--- config.mk ---
export PLATFORM = sky130hd
export DESIGN_NAME = opc_ctrl
export DESIGN_NICKNAME = d
export VERILOG_FILES = /design/src/logic/opc_pkg.sv /design/src/logic/opc_ctrl.sv
export SDC_FILE = /design/constraint.sdc
export NUM_CORES = 1
export LEC_CHECK = 0
export BUFFER_PORTS_ARGS = -buffer_cell sky130_fd_sc_hd__buf_4
export CAP_MARGIN = 10
export CORE_AREA = 4 4 251 253
export CTS_CLUSTER_DIAMETER = 200
export DETAILED_ROUTE_END_ITERATION = 6
export DIE_AREA = 0 0 255 257
export PLACE_DENSITY_LB_ADDON = 0.05
export SLEW_MARGIN = 5
export SYNTH_ARGS = -nofsm -noshare
export SYNTH_HDL_FRONTEND = slang
export SYNTH_SLANG_ARGS = --single-unit
export TNS_END_PERCENT = 5
--- constraint.sdc ---
create_clock -name clk -period 8.91 [get_ports clk]
set_clock_uncertainty 0.05 [all_clocks]
set_input_delay 0.4455 -clock clk [delete_from_list [all_inputs] [get_ports clk]]
set_output_delay 0.4455 -clock clk [all_outputs]
set_load 0.005 [all_outputs]
--- src/logic/opc_pkg.sv ---
// Purpose: shared constants and types of the optic control and status block
// Assumes: 200 MHz system clock
// Notes: times keep their printed figures; cycle counts derive from them
package opc_pkg;

    localparam int              CW     = 36;           // wide enough for the cooled start-up count
    localparam longint unsigned CLK_HZ = 200_000_000;

    // times in their own units
    localparam longint unsigned T_TON_MS       = 2;
    localparam longint unsigned T_2W_MS        = 300;
    localparam longint unsigned T_START_MS     = 300;
    localparam longint unsigned T_START_COOL_S = 90;
    localparam longint unsigned T_PL2_UP_MS    = 300;
    localparam longint unsigned T_PL2_DN_MS    = 300;
    localparam longint unsigned T_RESET_US     = 10;
    localparam longint unsigned T_RS_FC_US     = 500;
    localparam longint unsigned T_RS_NFC_MS    = 10;

    // longest times round down, least times round up
    localparam logic [CW-1:0] TON_CYC        = CW'(T_TON_MS * CLK_HZ / 1000);
    localparam logic [CW-1:0] T2W_CYC        = CW'(T_2W_MS * CLK_HZ / 1000);
    localparam logic [CW-1:0] START_CYC      = CW'(T_START_MS * CLK_HZ / 1000);
    localparam logic [CW-1:0] START_COOL_CYC = CW'(T_START_COOL_S * CLK_HZ);
    localparam logic [CW-1:0] PL2_UP_CYC     = CW'(T_PL2_UP_MS * CLK_HZ / 1000);
    localparam logic [CW-1:0] PL2_DN_CYC     = CW'(T_PL2_DN_MS * CLK_HZ / 1000);
    localparam logic [CW-1:0] RS_FC_CYC      = CW'(T_RS_FC_US * CLK_HZ / 1_000_000);
    localparam logic [CW-1:0] RS_NFC_CYC     = CW'(T_RS_NFC_MS * CLK_HZ / 1000);
    localparam logic [11:0]   RESET_CYC      = 12'((T_RESET_US * CLK_HZ + 999_999) / 1_000_000);

    // register byte offsets
    localparam logic [7:0] REG_CTRL     = 8'h00;
    localparam logic [7:0] REG_STATUS   = 8'h04;
    localparam logic [7:0] REG_INT_STAT = 8'h08;
    localparam logic [7:0] REG_INT_MASK = 8'h0C;
    localparam logic [7:0] REG_MON      = 8'h10;
    localparam logic [7:0] REG_CAL_GAIN = 8'h14;
    localparam logic [7:0] REG_CAL_OFF  = 8'h18;

    // control bit positions
    localparam int CTRL_PL2    = 0;
    localparam int CTRL_COOLED = 1;
    localparam int CTRL_FC     = 2;
    localparam int CTRL_W      = 3;

    // event bit positions
    localparam int EV_FAULT  = 0;
    localparam int EV_LOS    = 1;
    localparam int EV_OPER   = 2;
    localparam int EV_RATE   = 3;
    localparam int EV_PL2    = 4;
    localparam int NEV       = 5;

    // values after reset
    localparam logic [CTRL_W-1:0] CTRL_RST = 3'h0;
    localparam logic [NEV-1:0]    MASK_RST = 5'h00;
    localparam logic [15:0]       GAIN_RST = 16'h0100;   // unity, 8 fraction bits
    localparam logic [15:0]       OFF_RST  = 16'h0000;
    localparam int                GAIN_FRAC = 8;

    typedef enum logic [1:0] {
        ST_START = 2'b00,
        ST_RUN   = 2'b01,
        ST_FAULT = 2'b11
    } opc_state_t;

    typedef struct packed {
        logic txDisable;
        logic rateSelLow;
        logic rateSelHigh;
        logic sigPresent;
        logic laserFault;
    } opc_pins_t;

endpackage

--- src/logic/opc_ctrl.sv ---
// Purpose: control and status timing of a hot-pluggable optic, registers on AHB-Lite
// Assumes: pin inputs are asynchronous to clk; raw monitor sample is synchronous
// Notes: every device delay is a cycle count kept at or under its limit
// Contract
// - monitor reading is reported already calibrated by internal gain and offset
// - optical output goes off within 100 us of transmitter-off rising
// - in normal operation output returns within 2 ms of transmitter-off falling
// - management interface ready within 300 ms of power-on
// - uncooled part fully operational within 300 ms of start or recovery
// - cooled part fully operational within 90 s of start or recovery
// - power level two reached within 300 ms of the enabling write
// - back within power level one within 300 ms of the disabling write
// - uncooled part flags a laser fault within 1 ms
// - cooled part flags a laser fault within 50 ms
// - transmitter-off held high at least 10 us resets a latched fault
// - fibre channel rate select gives stable output within 500 us
// - other rate select gives stable output within 10 ms
// - signal-lost output asserts within 100 us of signal loss
// - signal-lost output negates within 100 us of signal return
`timescale 1ns/1ps
module opc_ctrl #(
    parameter logic [opc_pkg::CW-1:0] TON_LIM        = opc_pkg::TON_CYC,
    parameter logic [opc_pkg::CW-1:0] T2W_LIM        = opc_pkg::T2W_CYC,
    parameter logic [opc_pkg::CW-1:0] START_LIM      = opc_pkg::START_CYC,
    parameter logic [opc_pkg::CW-1:0] START_COOL_LIM = opc_pkg::START_COOL_CYC,
    parameter logic [opc_pkg::CW-1:0] PL2_UP_LIM     = opc_pkg::PL2_UP_CYC,
    parameter logic [opc_pkg::CW-1:0] PL2_DN_LIM     = opc_pkg::PL2_DN_CYC,
    parameter logic [opc_pkg::CW-1:0] RS_FC_LIM      = opc_pkg::RS_FC_CYC,
    parameter logic [opc_pkg::CW-1:0] RS_NFC_LIM     = opc_pkg::RS_NFC_CYC
) (
    input  wire logic              clk,         // 200 MHz clock
    input  wire logic              reset_n,     // async reset, active low
    input  wire logic              hsel,        // slave select
    input  wire logic [31:0]       haddr,       // byte address
    input  wire logic [1:0]        htrans,      // transfer type
    input  wire logic              hwrite,      // write when high
    input  wire logic [2:0]        hsize,       // word only
    input  wire logic [31:0]       hwdata,      // write data
    input  wire logic              hready,      // bus ready
    output logic [31:0]            hrdata,      // read data
    output logic                   hreadyout,   // always ready
    output logic                   hresp,       // always okay
    input  wire opc_pkg::opc_pins_t pinsIn,     // asynchronous control pins
    input  wire logic [15:0]       monRaw,      // raw monitor sample
    output logic                   laserEnable, // optical output on
    output logic                   txFaultOut,  // open drain data, always low
    output logic                   txFaultOe,   // pulls low while no fault
    output logic                   rxLos,       // signal lost
    output logic                   mgmtReady,   // management link ready
    output logic                   operational, // fully operational
    output logic                   rateStable,  // rate select settled
    output logic                   pl2Active,   // running at power level two
    output logic                   irq          // level interrupt
);
    import opc_pkg::*;

    localparam logic [CW-1:0] ONE = CW'(1);

    opc_pins_t        syncA_reg;
    opc_pins_t        syncB_reg;
    logic             txDisPrev_reg;
    logic [1:0]       rsPrev_reg;
    logic [11:0]      disHighCnt_reg;
    opc_state_t       state_reg;
    opc_state_t       state_next;
    logic [CW-1:0]    startCnt_reg;
    logic [CW-1:0]    tonCnt_reg;
    logic [CW-1:0]    twCnt_reg;
    logic [CW-1:0]    rsCnt_reg;
    logic [CW-1:0]    plCnt_reg;
    logic             laser_reg;
    logic             faultOe_reg;
    logic             los_reg;
    logic             mgmt_reg;
    logic             rateStable_reg;
    logic             pl2_reg;
    logic [CTRL_W-1:0] ctrl_reg;
    logic [NEV-1:0]   intStat_reg;
    logic [NEV-1:0]   intMask_reg;
    logic [15:0]      gain_reg;
    logic [15:0]      off_reg;
    logic [15:0]      mon_reg;
    logic [31:0]      hrdata_reg;
    logic             wrPend_reg;
    logic [7:0]       wrAddr_reg;

    logic             txDis;
    logic             txDisFall;
    logic             resetPulse;
    logic             faultIn;
    logic [CW-1:0]    startLim;
    logic [CW-1:0]    rsLim;
    logic [CW-1:0]    plLim;
    logic             rsRise;
    logic [NEV-1:0]   events;
    logic [31:0]      monProd;
    logic             addrPhase;
    logic [31:0]      rdMux;
    logic [31:0]      statusWord;

    // two flip-flops before any logic reads a pin
    always_ff @(posedge clk or negedge reset_n) begin
        if (!reset_n) begin
            syncA_reg <= '{txDisable: 1'b1, default: 1'b0}; // an open pin idles high, so no start-up count
            syncB_reg <= '{txDisable: 1'b1, default: 1'b0};
        end else begin
            syncA_reg <= pinsIn;
            syncB_reg <= syncA_reg;
        end
    end

    // an open transmitter-off pin reads high through the board pull-up
    assign txDis      = syncB_reg.txDisable;
    assign faultIn    = syncB_reg.laserFault;
    assign txDisFall  = txDisPrev_reg && !txDis;
    assign resetPulse = txDisFall && (disHighCnt_reg >= RESET_CYC);
    assign rsRise     = (syncB_reg.rateSelLow && !rsPrev_reg[0]) ||
                        (syncB_reg.rateSelHigh && !rsPrev_reg[1]);

    // variant and mode selected by software
    assign startLim = ctrl_reg[CTRL_COOLED] ? START_COOL_LIM : START_LIM;
    assign rsLim    = ctrl_reg[CTRL_FC] ? RS_FC_LIM : RS_NFC_LIM;
    assign plLim    = ctrl_reg[CTRL_PL2] ? PL2_UP_LIM : PL2_DN_LIM;

    // edge history of the synchronised pins
    always_ff @(posedge clk or negedge reset_n) begin
        if (!reset_n) begin
            txDisPrev_reg <= 1'b1;                               // matches the synchroniser reset level
            rsPrev_reg    <= 2'h0;
        end else begin
            txDisPrev_reg <= txDis;
            rsPrev_reg    <= {syncB_reg.rateSelHigh, syncB_reg.rateSelLow};
        end
    end

    // measures how long transmitter-off stays high; saturates to stay small
    always_ff @(posedge clk or negedge reset_n) begin
        if (!reset_n) begin
            disHighCnt_reg <= 12'h000;
        end else if (!txDis) begin
            disHighCnt_reg <= 12'h000;
        end else if (disHighCnt_reg < RESET_CYC) begin
            disHighCnt_reg <= disHighCnt_reg + 12'h001;
        end
    end

    // fault is latched at once, well inside both flag limits
    always_comb begin
        state_next = state_reg;
        case (state_reg)
            ST_START: begin
                if (faultIn) begin
                    state_next = ST_FAULT;
                end else if (!txDis && startCnt_reg >= startLim) begin
                    state_next = ST_RUN;
                end
            end
            ST_RUN: begin
                if (faultIn) begin
                    state_next = ST_FAULT;
                end
            end
            ST_FAULT: begin
                if (resetPulse) begin
                    state_next = ST_START;
                end
            end
            default: state_next = ST_START;
        endcase
    end

    always_ff @(posedge clk or negedge reset_n) begin
        if (!reset_n) begin
            state_reg <= ST_START;
        end else begin
            state_reg <= state_next;
        end
    end

    // start-up timer; cleared while transmitter-off is high so it runs from its negation
    always_ff @(posedge clk or negedge reset_n) begin
        if (!reset_n) begin
            startCnt_reg <= '0;
        end else if (state_reg != ST_START || txDis) begin
            startCnt_reg <= '0;
        end else if (startCnt_reg < startLim) begin
            startCnt_reg <= startCnt_reg + ONE;
        end
    end

    // turn-on delay after transmitter-off falls; preset at start-up exit so no wait then
    always_ff @(posedge clk or negedge reset_n) begin
        if (!reset_n) begin
            tonCnt_reg <= '0;
        end else if (state_reg != ST_RUN) begin
            tonCnt_reg <= TON_LIM;
        end else if (txDis) begin
            tonCnt_reg <= '0;
        end else if (tonCnt_reg < TON_LIM) begin
            tonCnt_reg <= tonCnt_reg + ONE;
        end
    end

    // laser drops in the cycle after the request is seen, far under the limit
    always_ff @(posedge clk or negedge reset_n) begin
        if (!reset_n) begin
            laser_reg <= 1'b0;
        end else begin
            laser_reg <= (state_next == ST_RUN) && !txDis && (tonCnt_reg >= TON_LIM);
        end
    end

    // open drain fault: pulled low while healthy, released while latched
    always_ff @(posedge clk or negedge reset_n) begin
        if (!reset_n) begin
            faultOe_reg <= 1'b1;
        end else begin
            faultOe_reg <= (state_next != ST_FAULT);
        end
    end

    // signal-lost follows the synchronised detector, three cycles late at most
    always_ff @(posedge clk or negedge reset_n) begin
        if (!reset_n) begin
            los_reg <= 1'b1;
        end else begin
            los_reg <= !syncB_reg.sigPresent;
        end
    end

    // management link comes up once after reset
    always_ff @(posedge clk or negedge reset_n) begin
        if (!reset_n) begin
            twCnt_reg <= '0;
            mgmt_reg  <= 1'b0;
        end else if (twCnt_reg < T2W_LIM) begin
            twCnt_reg <= twCnt_reg + ONE;
        end else begin
            mgmt_reg  <= 1'b1;
        end
    end

    // a rising edge on either rate select restarts settling
    always_ff @(posedge clk or negedge reset_n) begin
        if (!reset_n) begin
            rsCnt_reg      <= '0;
            rateStable_reg <= 1'b1;
        end else if (rsRise) begin
            rsCnt_reg      <= '0;
            rateStable_reg <= 1'b0;
        end else if (rsCnt_reg < rsLim) begin
            rsCnt_reg      <= rsCnt_reg + ONE;
        end else begin
            rateStable_reg <= 1'b1;
        end
    end

    // power level moves after its settle time; flipping back mid-way restarts
    always_ff @(posedge clk or negedge reset_n) begin
        if (!reset_n) begin
            plCnt_reg <= '0;
            pl2_reg   <= 1'b0;
        end else if (ctrl_reg[CTRL_PL2] == pl2_reg) begin
            plCnt_reg <= '0;
        end else if (plCnt_reg >= plLim) begin
            plCnt_reg <= '0;
            pl2_reg   <= ctrl_reg[CTRL_PL2];
        end else begin
            plCnt_reg <= plCnt_reg + ONE;
        end
    end

    // calibration applied inside, so software reads engineering units
    assign monProd = monRaw * gain_reg;
    always_ff @(posedge clk or negedge reset_n) begin
        if (!reset_n) begin
            mon_reg <= 16'h0000;
        end else begin
            mon_reg <= monProd[GAIN_FRAC+15:GAIN_FRAC] + off_reg;
        end
    end

    // events that feed the sticky status
    assign events[EV_FAULT] = (state_next == ST_FAULT) && (state_reg != ST_FAULT);
    assign events[EV_LOS]   = los_reg != !syncB_reg.sigPresent;
    assign events[EV_OPER]  = (state_next == ST_RUN) && (state_reg == ST_START);
    assign events[EV_RATE]  = !rateStable_reg && !rsRise && (rsCnt_reg >= rsLim);
    assign events[EV_PL2]   = (ctrl_reg[CTRL_PL2] != pl2_reg) && (plCnt_reg >= plLim);

    // ahb-lite: zero wait states, address captured for the write data phase
    assign addrPhase = hsel && htrans[1] && hready;

    always_ff @(posedge clk or negedge reset_n) begin
        if (!reset_n) begin
            wrPend_reg <= 1'b0;
            wrAddr_reg <= 8'h00;
        end else begin
            wrPend_reg <= addrPhase && hwrite;
            wrAddr_reg <= haddr[7:0];
        end
    end

    // software settings
    always_ff @(posedge clk or negedge reset_n) begin
        if (!reset_n) begin
            ctrl_reg    <= CTRL_RST;
            intMask_reg <= MASK_RST;
            gain_reg    <= GAIN_RST;
            off_reg     <= OFF_RST;
        end else if (wrPend_reg) begin
            case (wrAddr_reg)
                REG_CTRL:     ctrl_reg    <= hwdata[CTRL_W-1:0];
                REG_INT_MASK: intMask_reg <= hwdata[NEV-1:0];
                REG_CAL_GAIN: gain_reg    <= hwdata[15:0];
                REG_CAL_OFF:  off_reg     <= hwdata[15:0];
                default:      ctrl_reg    <= ctrl_reg;
            endcase
        end
    end

    // sticky status, write one to clear; a new event beats the clear
    always_ff @(posedge clk or negedge reset_n) begin
        if (!reset_n) begin
            intStat_reg <= '0;
        end else if (wrPend_reg && wrAddr_reg == REG_INT_STAT) begin
            intStat_reg <= (intStat_reg & ~hwdata[NEV-1:0]) | events;
        end else begin
            intStat_reg <= intStat_reg | events;
        end
    end

    assign statusWord = {22'h000000, state_reg, 1'b0, laser_reg, mgmt_reg, pl2_reg,
                         rateStable_reg, los_reg, !faultOe_reg, state_reg == ST_RUN};

    // read mux; unmapped offsets read zero
    always_comb begin
        case (haddr[7:0])
            REG_CTRL:     rdMux = {29'h00000000, ctrl_reg};
            REG_STATUS:   rdMux = statusWord;
            REG_INT_STAT: rdMux = {27'h0000000, intStat_reg};
            REG_INT_MASK: rdMux = {27'h0000000, intMask_reg};
            REG_MON:      rdMux = {16'h0000, mon_reg};
            REG_CAL_GAIN: rdMux = {16'h0000, gain_reg};
            REG_CAL_OFF:  rdMux = {16'h0000, off_reg};
            default:      rdMux = 32'h00000000;
        endcase
    end

    // read data sampled at the address phase, shown in the data phase
    always_ff @(posedge clk or negedge reset_n) begin
        if (!reset_n) begin
            hrdata_reg <= 32'h00000000;
        end else if (addrPhase && !hwrite) begin
            hrdata_reg <= rdMux;
        end
    end

    assign hrdata      = hrdata_reg;
    assign hreadyout   = 1'b1;
    assign hresp       = 1'b0;
    assign laserEnable = laser_reg;
    assign txFaultOut  = 1'b0;
    assign txFaultOe   = faultOe_reg;
    assign rxLos       = los_reg;
    assign mgmtReady   = mgmt_reg;
    assign operational = (state_reg == ST_RUN);
    assign rateStable  = rateStable_reg;
    assign pl2Active   = pl2_reg;
    assign irq         = |(intStat_reg & intMask_reg);
endmodule

======== After elaboration in Yosys (flattened, before gate mapping) ========
Index checks and enable logic that the tools add are counted.
cells by class
  add/subtract/negate cells ............... 7
  equality and inequality tests ........... 22
  bitwise logic cells ..................... 6
  multiplexer cells ....................... 22
  multiply operators ...................... 1
  reduce and logical (&&, ||, !) cells .... 40
  magnitude comparators ................... 10
operators with widths
  cell                                                    count
  two-way mux 36 bit                                      9
  adder 36 x 1 -> 36 bit (second input constant)          5
  case mux 16 bit (7 select lines)                        1
  == test 8 x 5 -> 1 bit (second input constant)          5
  >= comparator 36 x 19 -> 1 bit (second input constant)  1
  >= comparator 36 x 21 -> 1 bit                          1
  >= comparator 36 x 26 -> 1 bit (second input constant)  1
  >= comparator 36 x 35 -> 1 bit                          1
  < comparator 36 x 19 -> 1 bit (second input constant)   1
  < comparator 36 x 21 -> 1 bit                           1
  < comparator 36 x 26 -> 1 bit (second input constant)   1
  < comparator 36 x 35 -> 1 bit                           1
  two-way mux 35 bit                                      1
  == test 8 x 4 -> 1 bit (second input constant)          4
  multiplier 16 x 16 -> 24 bit                            1
  two-way mux 12 bit                                      2
  two-way mux 21 bit                                      1
  logical AND 1 bit                                       17
  adder 16 bit                                            1
  logical NOT 8 bit                                       2
  adder 12 x 1 -> 12 bit (second input constant)          1
  >= comparator 12 x 11 -> 1 bit (second input constant)  1
  < comparator 12 x 11 -> 1 bit (second input constant)   1
  bitwise AND 5 bit                                       2
  other kinds (21)                                        46
word-level totals
  logic and storage cells ................. 142
  register bits after elaboration ......... 315

======== Longest topological paths before layout ========
Gate-level depths: netlist of the first run.
  depth after elaboration ................. 10
  mapped depth ............................ 32

======== Worst setup path after synthesis of the first run ========
OpenSTA, ideal clock, no wires.
  kind .................................... reg2reg
  start point ............................. register gain_reg[8]
  end point ............................... register mon_reg[15]
  setup slack ............................. 1.849 ns
  cell stages (with the launch flop) ...... 29
  path buffers ............................ 2
  period minus slack after synthesis ...... 7.061 ns
  required time ........................... 8.735 ns
  arrival time ............................ 6.886 ns
  cell sequence ........................... dfstp_2 -> clkbuf_1 -> clkbuf_1 -> nand2_1 -> fa_1 -> inv_1 -> fa_1 -> ha_1 -> fa_1 -> fa_1 -> inv_1 -> fa_1 -> inv_1 -> ha_1 -> a21o_1 -> a21o_1 -> nor4_1 -> a31oi_1 -> o21a_1 -> o21a_1 -> nor2_1 -> xnor2_1 -> ha_1 -> o21ai_0 -> a22oi_1 -> a31oi_1 -> a211o_1 -> xnor2_1 -> xnor2_1
on the way
  longest elaborated chain between the ends .. 2
RTL lines
  what                          line             source
  start: declaration            opc_ctrl.sv:80   logic [15:0] gain_reg;
  start signal: assignment      opc_ctrl.sv:314  REG_CAL_GAIN: gain_reg <= hwdata[15:0];
  multiplier 16 x 16 -> 24 bit  opc_ctrl.sv:274  assign monProd = monRaw * gain_reg;
  adder 16 bit                  opc_ctrl.sv:279  mon_reg <= monProd[GAIN_FRAC+15:GAIN_FRAC] + off_reg;
  end signal: assignment        opc_ctrl.sv:279
  end: declaration              opc_ctrl.sv:82   logic [15:0] mon_reg;
Every way passes these cells.
A chain may end at the register's enable or synchronous reset.

======== Worst setup path after layout of the first run ========
  start point ............................. register gain_reg[6]
  end point ............................... register mon_reg[15]
Same word-level chain as after synthesis.

==> metrics.txt, run 1 <==
outcome=finished, final reports clean; pwr dens=313 nW/um^2; P_leak=11.0 nW; Worst setup SP type=flop; CP max FO=18; initial antenna violation count=1; Core ar.=around 61000 sq um; CP max stage delay=630 ps; CTS root buffer=clkbuf_16; post-DR wirelength/cell=16.9 microns; Syn. warnings=0; final net count=2587; insertion delay to the later sink of the worst-skew pair=roughly 540 ps; required time of the critical path=9270 ps; setup violators final=0; Remaining DRCs=0; vias per inst=4.85; Fin. Hold Viols=0; Slew Limit Fails=0; Final Cycle Share=between 80% and 90%; GRT Total Usage=around 16%; RSZ-0062 raised after global routing=no; number of distinct library cells after synthesis=75; Die Footprint=~66000 sq um; vias=roughly 15000; Yosys top cell area share=roughly a third; synthesis-stage register bit count=299; WL final=around 50 mm; Ports=roughly 140; HP Class=primary input to flop; hpwl dp=37.9 mm; placed insts=slightly below 3000; Critical Path AT=8050 ps; peak supply drop=0.334 mV; first-pass GRT wire length=roughly 85 mm; area delta synth->final=12.5%; post-synthesis async set-or-reset flop share=100%; clk buf depth=3; DR iter-0 viols=640; largest net degree at the start of global routing=181; f_max=0.130 GHz; Clock Sinks=between 200 and 300; dominant cell type by area after synthesis=dfrtp_1; commonest cells in the netlist=dfrtp_1, inv_1, nand2_1; Area contributors post-synth=dfrtp_1, fa_1, ha_1; layout cell share with drive strength beyond 1=10.5%; max-cap violation count=0; first drt pass iteration count=5; count leader, synth=dfrtp_1; Worst path slowest cell=dfrtp_1; main flop type after synthesis=dfrtp_1; final setup TNS=0 ps; TritonCTS clock tree=done; Mean Syn Cell Area=9.82 sq um; Reg clk slew, reported paths=60 ps; Mapped Cells=2139; Max transition margin=23.6%; Post-Synth Adder-Cell Area=22.8%; Worst Tran Pin Value=between 1000 and 1500 ps; synthesized area=around 21000 sq um; IO buf count=between 70 and 80; vias in the first global route=15400; register area share after synthesis=a little over a third; Routed Antenna Nets=0; Initial Utilization=34.4%; post-CTS sizing=0; CTS H-tree depth=2; fin cells=3027; GP Congestion=0.790; Post-CTS Hold Fix Bufs=12; Compound-Gate Fraction of Synth Area=7.54%; simple-gate share of the synthesized area=18.4%; post-CTS setup buffer count=0; CP endpoint kind=flop; Most common cell on crit path=fa_1; minimum clock period=7690 ps; multiplexer area fraction after synthesis=3.50%; TritonCTS Buffers=36; gr ovfl total=0; largest family of logic cells by synthesized area=adder cells; crit-path leading delay family=adder cells; Die Ht=257 microns; Crit Path Class=flop to flop; Die Width=255 microns; Buf+Inv Stages, Crit Path=4; number of flops mapped to enable cells by yosys=0; XOR/XNOR Fraction of Synth Area=5.46%; Rows=91
power by group:
group | switching, W | internal (W) | total [W]
Clock | 0.000587 | 0.000829 | 0.00142
Sequential | 0.0000685 | 0.00149 | 0.00156
Combinational | 0.00247 | 0.00196 | 0.00443
Total | 0.00312 | 0.00428 | 0.00740
placed cells by master, fill, tap and decap left out, drive strengths merged, types with 29 or more instances in the layout:
| master | synthesis | final |
|---|---|---|
| dfrtp | 292 | 292 |
| mux2 | 59 | 59 |
| xnor2 | 85 | 85 |
| nor2 | 140 | 140 |
| xor2 | 46 | 46 |
| nand3 | 61 | 61 |
| inv | 250 | 251 |
| conb | 2 | 29 |
| o21ai | 64 | 64 |
| and2 | 125 | 125 |
| ha | 114 | 114 |
| clkbuf | 74 | 52 |
| nor4 | 29 | 29 |
| fa | 168 | 168 |
| nand2 | 239 | 239 |
| buf | 24 | 92 |
| and3 | 35 | 35 |
| a21oi | 59 | 59 |
per-stage QoR:
stage | hold slack (ps) | util (%) | instance area (sq um) | total power, W | setup slack [ps]
after floorplan | 99.9 | - | 21100 | 0.00501 | 1850
after global placement | 282 | 36.7 | 22400 | 0.00599 | 1200
after detailed placement | 285 | 36.7 | 22400 | 0.00603 | 1190
after CTS | 46.0 | 38.7 | 23600 | 0.00755 | 1150
after global routing | 54.8 | 38.7 | 23600 | 0.00820 | 721
final | 81.8 | 38.7 | 23600 | 0.00740 | 1220
per-layer routing:
layer  up-vias  global-route usage [%]  share of wire (%)
met5         -                       0                  0
met4         0                    3.52                1.8
li1       7134                       -                  -
met1      7321                    23.2                 48
met2       158                    25.8                 47
met3        57                    2.66                3.8
kinds of logic (layout without fill, tap and decap cells):
kind of cell    Yosys count  after routing
flops                   299            299
other cells               2             30
simple gates            768            768
mux                      66             66
xor+xnor                131            131
compound gates          243            243
buf+inv                 348            418
fa+ha+maj               282            282
path summary, 6_finish.rpt:
kind                            slack [ps]                    start  cells after the start                   endpoint
worst max-delay path                  1220  gain_reg[6]$_DFFE_PN0P_                     27      mon_reg[15]$_DFF_PN0_
worst min-delay path                    80                 haddr[3]                      1    wrAddr_reg[3]$_DFF_PN0_
worst max register to register        1220  gain_reg[6]$_DFFE_PN0P_                     27      mon_reg[15]$_DFF_PN0_
worst min register to register         300   syncA_reg[2]$_DFF_PN0_                      0     syncB_reg[2]$_DFF_PN0_
max in group asynchronous             6660                  reset_n                      3   gain_reg[11]$_DFFE_PN0P_
min in group asynchronous              560                  reset_n                      2  rsCnt_reg[10]$_DFFE_PN0P_
layout make-up:
| cell class | instances | area, sq um |
|---|---|---|
| fill | 6122 | 37400 |
| multi-input combinational | 1519 | 12300 |
| sequential | 299 | 7490 |
| clock buffer | 52 | 1020 |
| tap | 790 | 988 |
| inverter | 250 | 938 |
| timing repair buffer | 104 | 831 |
| clock inverter | 12 | 109 |
| antenna | 1 | 2.50 |
worst reg2reg max path, cell delays in order, from the launching register on:
cell	delay (ps)
dfrtp_1	630
and2_1	290
fa_1	550
inv_1	60
fa_1	490
fa_1	510
inv_1	50
fa_1	520
fa_1	560
inv_1	50
fa_1	530
inv_1	40
ha_1	330
a21o_1	180
a21o_1	210
nor4_1	180
a31oi_1	230
o21a_1	250
o21a_1	180
nor2_1	110
xnor2_1	100
ha_1	360
o21ai_0	110
a22oi_1	260
a31oi_1	180
a211o_1	300
xnor2_1	140
xnor2_1	130
Note: power is estimated with default switching activity, not from simulation.
==> inputs of run 2 (changes only) <==
--- a/config.mk
+++ b/config.mk
@@ -11,9 +11,9 @@
 export CTS_CLUSTER_DIAMETER = 200
 export DETAILED_ROUTE_END_ITERATION = 6
 export DIE_AREA = 0 0 255 257
-export PLACE_DENSITY_LB_ADDON = 0.05
+export PLACE_DENSITY = 0.51
 export SLEW_MARGIN = 5
 export SYNTH_ARGS = -nofsm -noshare
 export SYNTH_HDL_FRONTEND = slang
 export SYNTH_SLANG_ARGS = --single-unit
-export TNS_END_PERCENT = 5
+export TNS_END_PERCENT = 100
==> run 2 against run 1 <==
Against the previous run:
- cell count decreased by 0.66%
- global-route usage decreased by 0.46 points
- register-to-register slack got worse by 30 ps
- wire length decreased by 1.0%
- count of clock-buffer cells in the layout decreased by 5
- maximum frequency decreased by 0.44%
- final area decreased by 0.82%
- combinational power about the same
- critical path depth unchanged
- highest routed layer is now met5
- critical path type unchanged
==> metrics.txt, run 2 (synthesized netlist as in run 1, its figures left out) <==
WP depth=27 (unchanged); Slew Limit Fails=0 (unchanged); Initial Utilization=34.4% (unchanged); final worst slack=1190 ps (was 1220 ps); hpwl dp=36.5 mm (was 37.9 mm); CP max FO=18 (unchanged); layout cell share with drive strength beyond 1=9.70% (was 10.5%); clk buf depth=3 (unchanged); IO buf count=74 (unchanged); CTS root buffer=clkbuf_16 (unchanged); Final Util=38.4% (was 38.7%); Die Ht=257 microns (unchanged); outcome=finished, final reports clean (unchanged); Buf+Inv Stages, Crit Path=4 (unchanged); most frequent cells in the layout=dfrtp_1, inv_1, nand2_1 (unchanged); GP Congestion=0.810 (was 0.790); vias=14900 (was 14700); DR iter-0 viols=828 (was 640); final net count=2572 (was 2587); setup violators final=0 (unchanged); P_leak=10.9 nW (was 11.0 nW); HP Class=primary input to flop (unchanged); pwr dens=313 nW/um^2 (about the same); WL final=50.6 mm (was 51.1 mm); Most common cell on crit path=fa_1 (unchanged); first drt pass iteration count=5 (unchanged); area delta synth->final=11.6% (was 12.5%); insertion delay to the later sink of the worst-skew pair=560 ps (was 540 ps); f_max=0.129 GHz (was 0.130 GHz); final setup TNS=0 ps (unchanged); peak supply drop=0.366 mV (was 0.334 mV); Routed Antenna Nets=0 (unchanged); max-cap violation count=0 (unchanged); Reg clk slew, reported paths=60 ps (about the same); Fin. Hold Viols=0 (unchanged); Multi-input gate area=12200 sq um (was 12300 sq um); commonest non-fill, non-tap cell in the layout=dfrtp_1 (unchanged); Rows=91 (unchanged); Worst Tran Pin Value=1250 ps (was 1150 ps); Die Footprint=65500 sq um (unchanged); required time of the critical path=9300 ps (was 9270 ps); Worst path slowest cell=dfrtp_1 (unchanged); post-DR wirelength/cell=16.8 microns (was 16.9 microns); Die Width=255 microns (unchanged); Worst Reg-to-Reg Cells=27 (unchanged); CP max stage delay=650 ps (was 630 ps); ANT cells=0 (was 1); vias in the first global route=15600 (was 15400); pre-CTS WS=1190 ps (about the same); TritonCTS Buffers=31 (was 36); Crit Path Class=flop to flop (unchanged); Core ar.=61000 sq um (unchanged); Remaining DRCs=0 (unchanged); Final Cycle Share=86.7% (was 86.3%); minimum clock period=7720 ps (was 7690 ps); RSZ-0062 raised after global routing=no (unchanged); Worst setup SP type=flop (unchanged); FILL cells=6090 (was 6122); vias per inst=4.95 (was 4.85); hold path depth=1 (unchanged); Critical Path AT=8120 ps (was 8050 ps); initial antenna violation count=1 (unchanged); Final Power=0.00733 W (was 0.00740 W); TritonCTS clock tree=done (unchanged); crit-path leading delay family=adder cells (unchanged); gr ovfl total=0 (unchanged); Fin Hold WS=54.5 ps (was 81.8 ps); Register Area=7490 sq um (unchanged); largest net degree at the start of global routing=184 (was 181); CP endpoint kind=flop (unchanged); Max transition margin=16.7% (was 23.6%); GRT Total Usage=15.7% (was 16.1%); first-pass GRT wire length=83.8 mm (was 85.2 mm); Ports=138 (unchanged); CTS H-tree depth=1 (was 2); Clock Sinks=299 (unchanged); post-CTS sizing=0 (unchanged)
-- run 2: path summary, 6_finish.rpt --
| check | startpoint | endpoint | slack [ps] |
|---|---|---|---|
| worst max-delay path | gain_reg[5]$_DFFE_PN0P_ | mon_reg[15]$_DFF_PN0_ | 1190 |
| worst min-delay path | haddr[3] | wrAddr_reg[3]$_DFF_PN0_ | 50 |
| max in group asynchronous | reset_n | off_reg[13]$_DFFE_PN0P_ | 6750 |
| min in group asynchronous | reset_n | rsCnt_reg[9]$_DFFE_PN0P_ | 500 |
| worst min register to register | syncA_reg[3]$_DFF_PN0_ | syncB_reg[3]$_DFF_PN0_ | 300 |
| worst max register to register | gain_reg[5]$_DFFE_PN0P_ | mon_reg[15]$_DFF_PN0_ | 1190 |
-- run 2: layout make-up --
| class | instances | share of cell area [%] |
|---|---|---|
| Clock buffer | 47 | 3.82 |
| Clock inverter | 8 | 0.523 |
| Inverter | 250 | 4.00 |
| Multi-Input combinational cell | 1519 | 52.3 |
| Sequential cell | 299 | 32.0 |
| Tap cell | 790 | 4.22 |
| Timing Repair Buffer | 94 | 3.22 |
-- run 2: worst reg2reg max path: cells and delay by family, from the launching register on --
family          cells  cell delay, ps
fa+ha+maj           8            3790
xor+xnor            3             360
buf+inv             4             210
simple gates        3             660
flops               1             650
compound gates      9            1890
-- run 2: report_power, final --
part | internal [W] | switching, W | total, W
combinational | 0.00197 | 0.00248 | 0.00445
clock | 0.000775 | 0.000538 | 0.00131
sequential | 0.00149 | 0.0000743 | 0.00156
-- run 2: layer usage --
layer  GRT usage (%)  part of all wire, %  vias to the layer above
met5               0                0.026                        -
met4            2.94                  1.5                        2
met3            2.41                  4.5                       64
met2            25.4                   46                      212
met1            22.5                   47                     7497
li1                -                    -                     7107
-- run 2: through the flow --
| stage | cells | cell area [sq um] |
|---|---|---|
| 6_report | 3007 | 23400 |
| 5_1_grt | 3007 | 23400 |
| 4_1_cts | 3007 | 23400 |
| 3_5_place_dp | 2940 | 22300 |
| 3_3_place_gp | 2940 | 22300 |
| 2_1_floorplan | 2166 | 21100 |
-- run 2: repair_timing --
item | in CTS | in global routing
hold buffers | 12 | 0
setup buffers | 0 | 0
hold endpoints to repair | 125 | 0
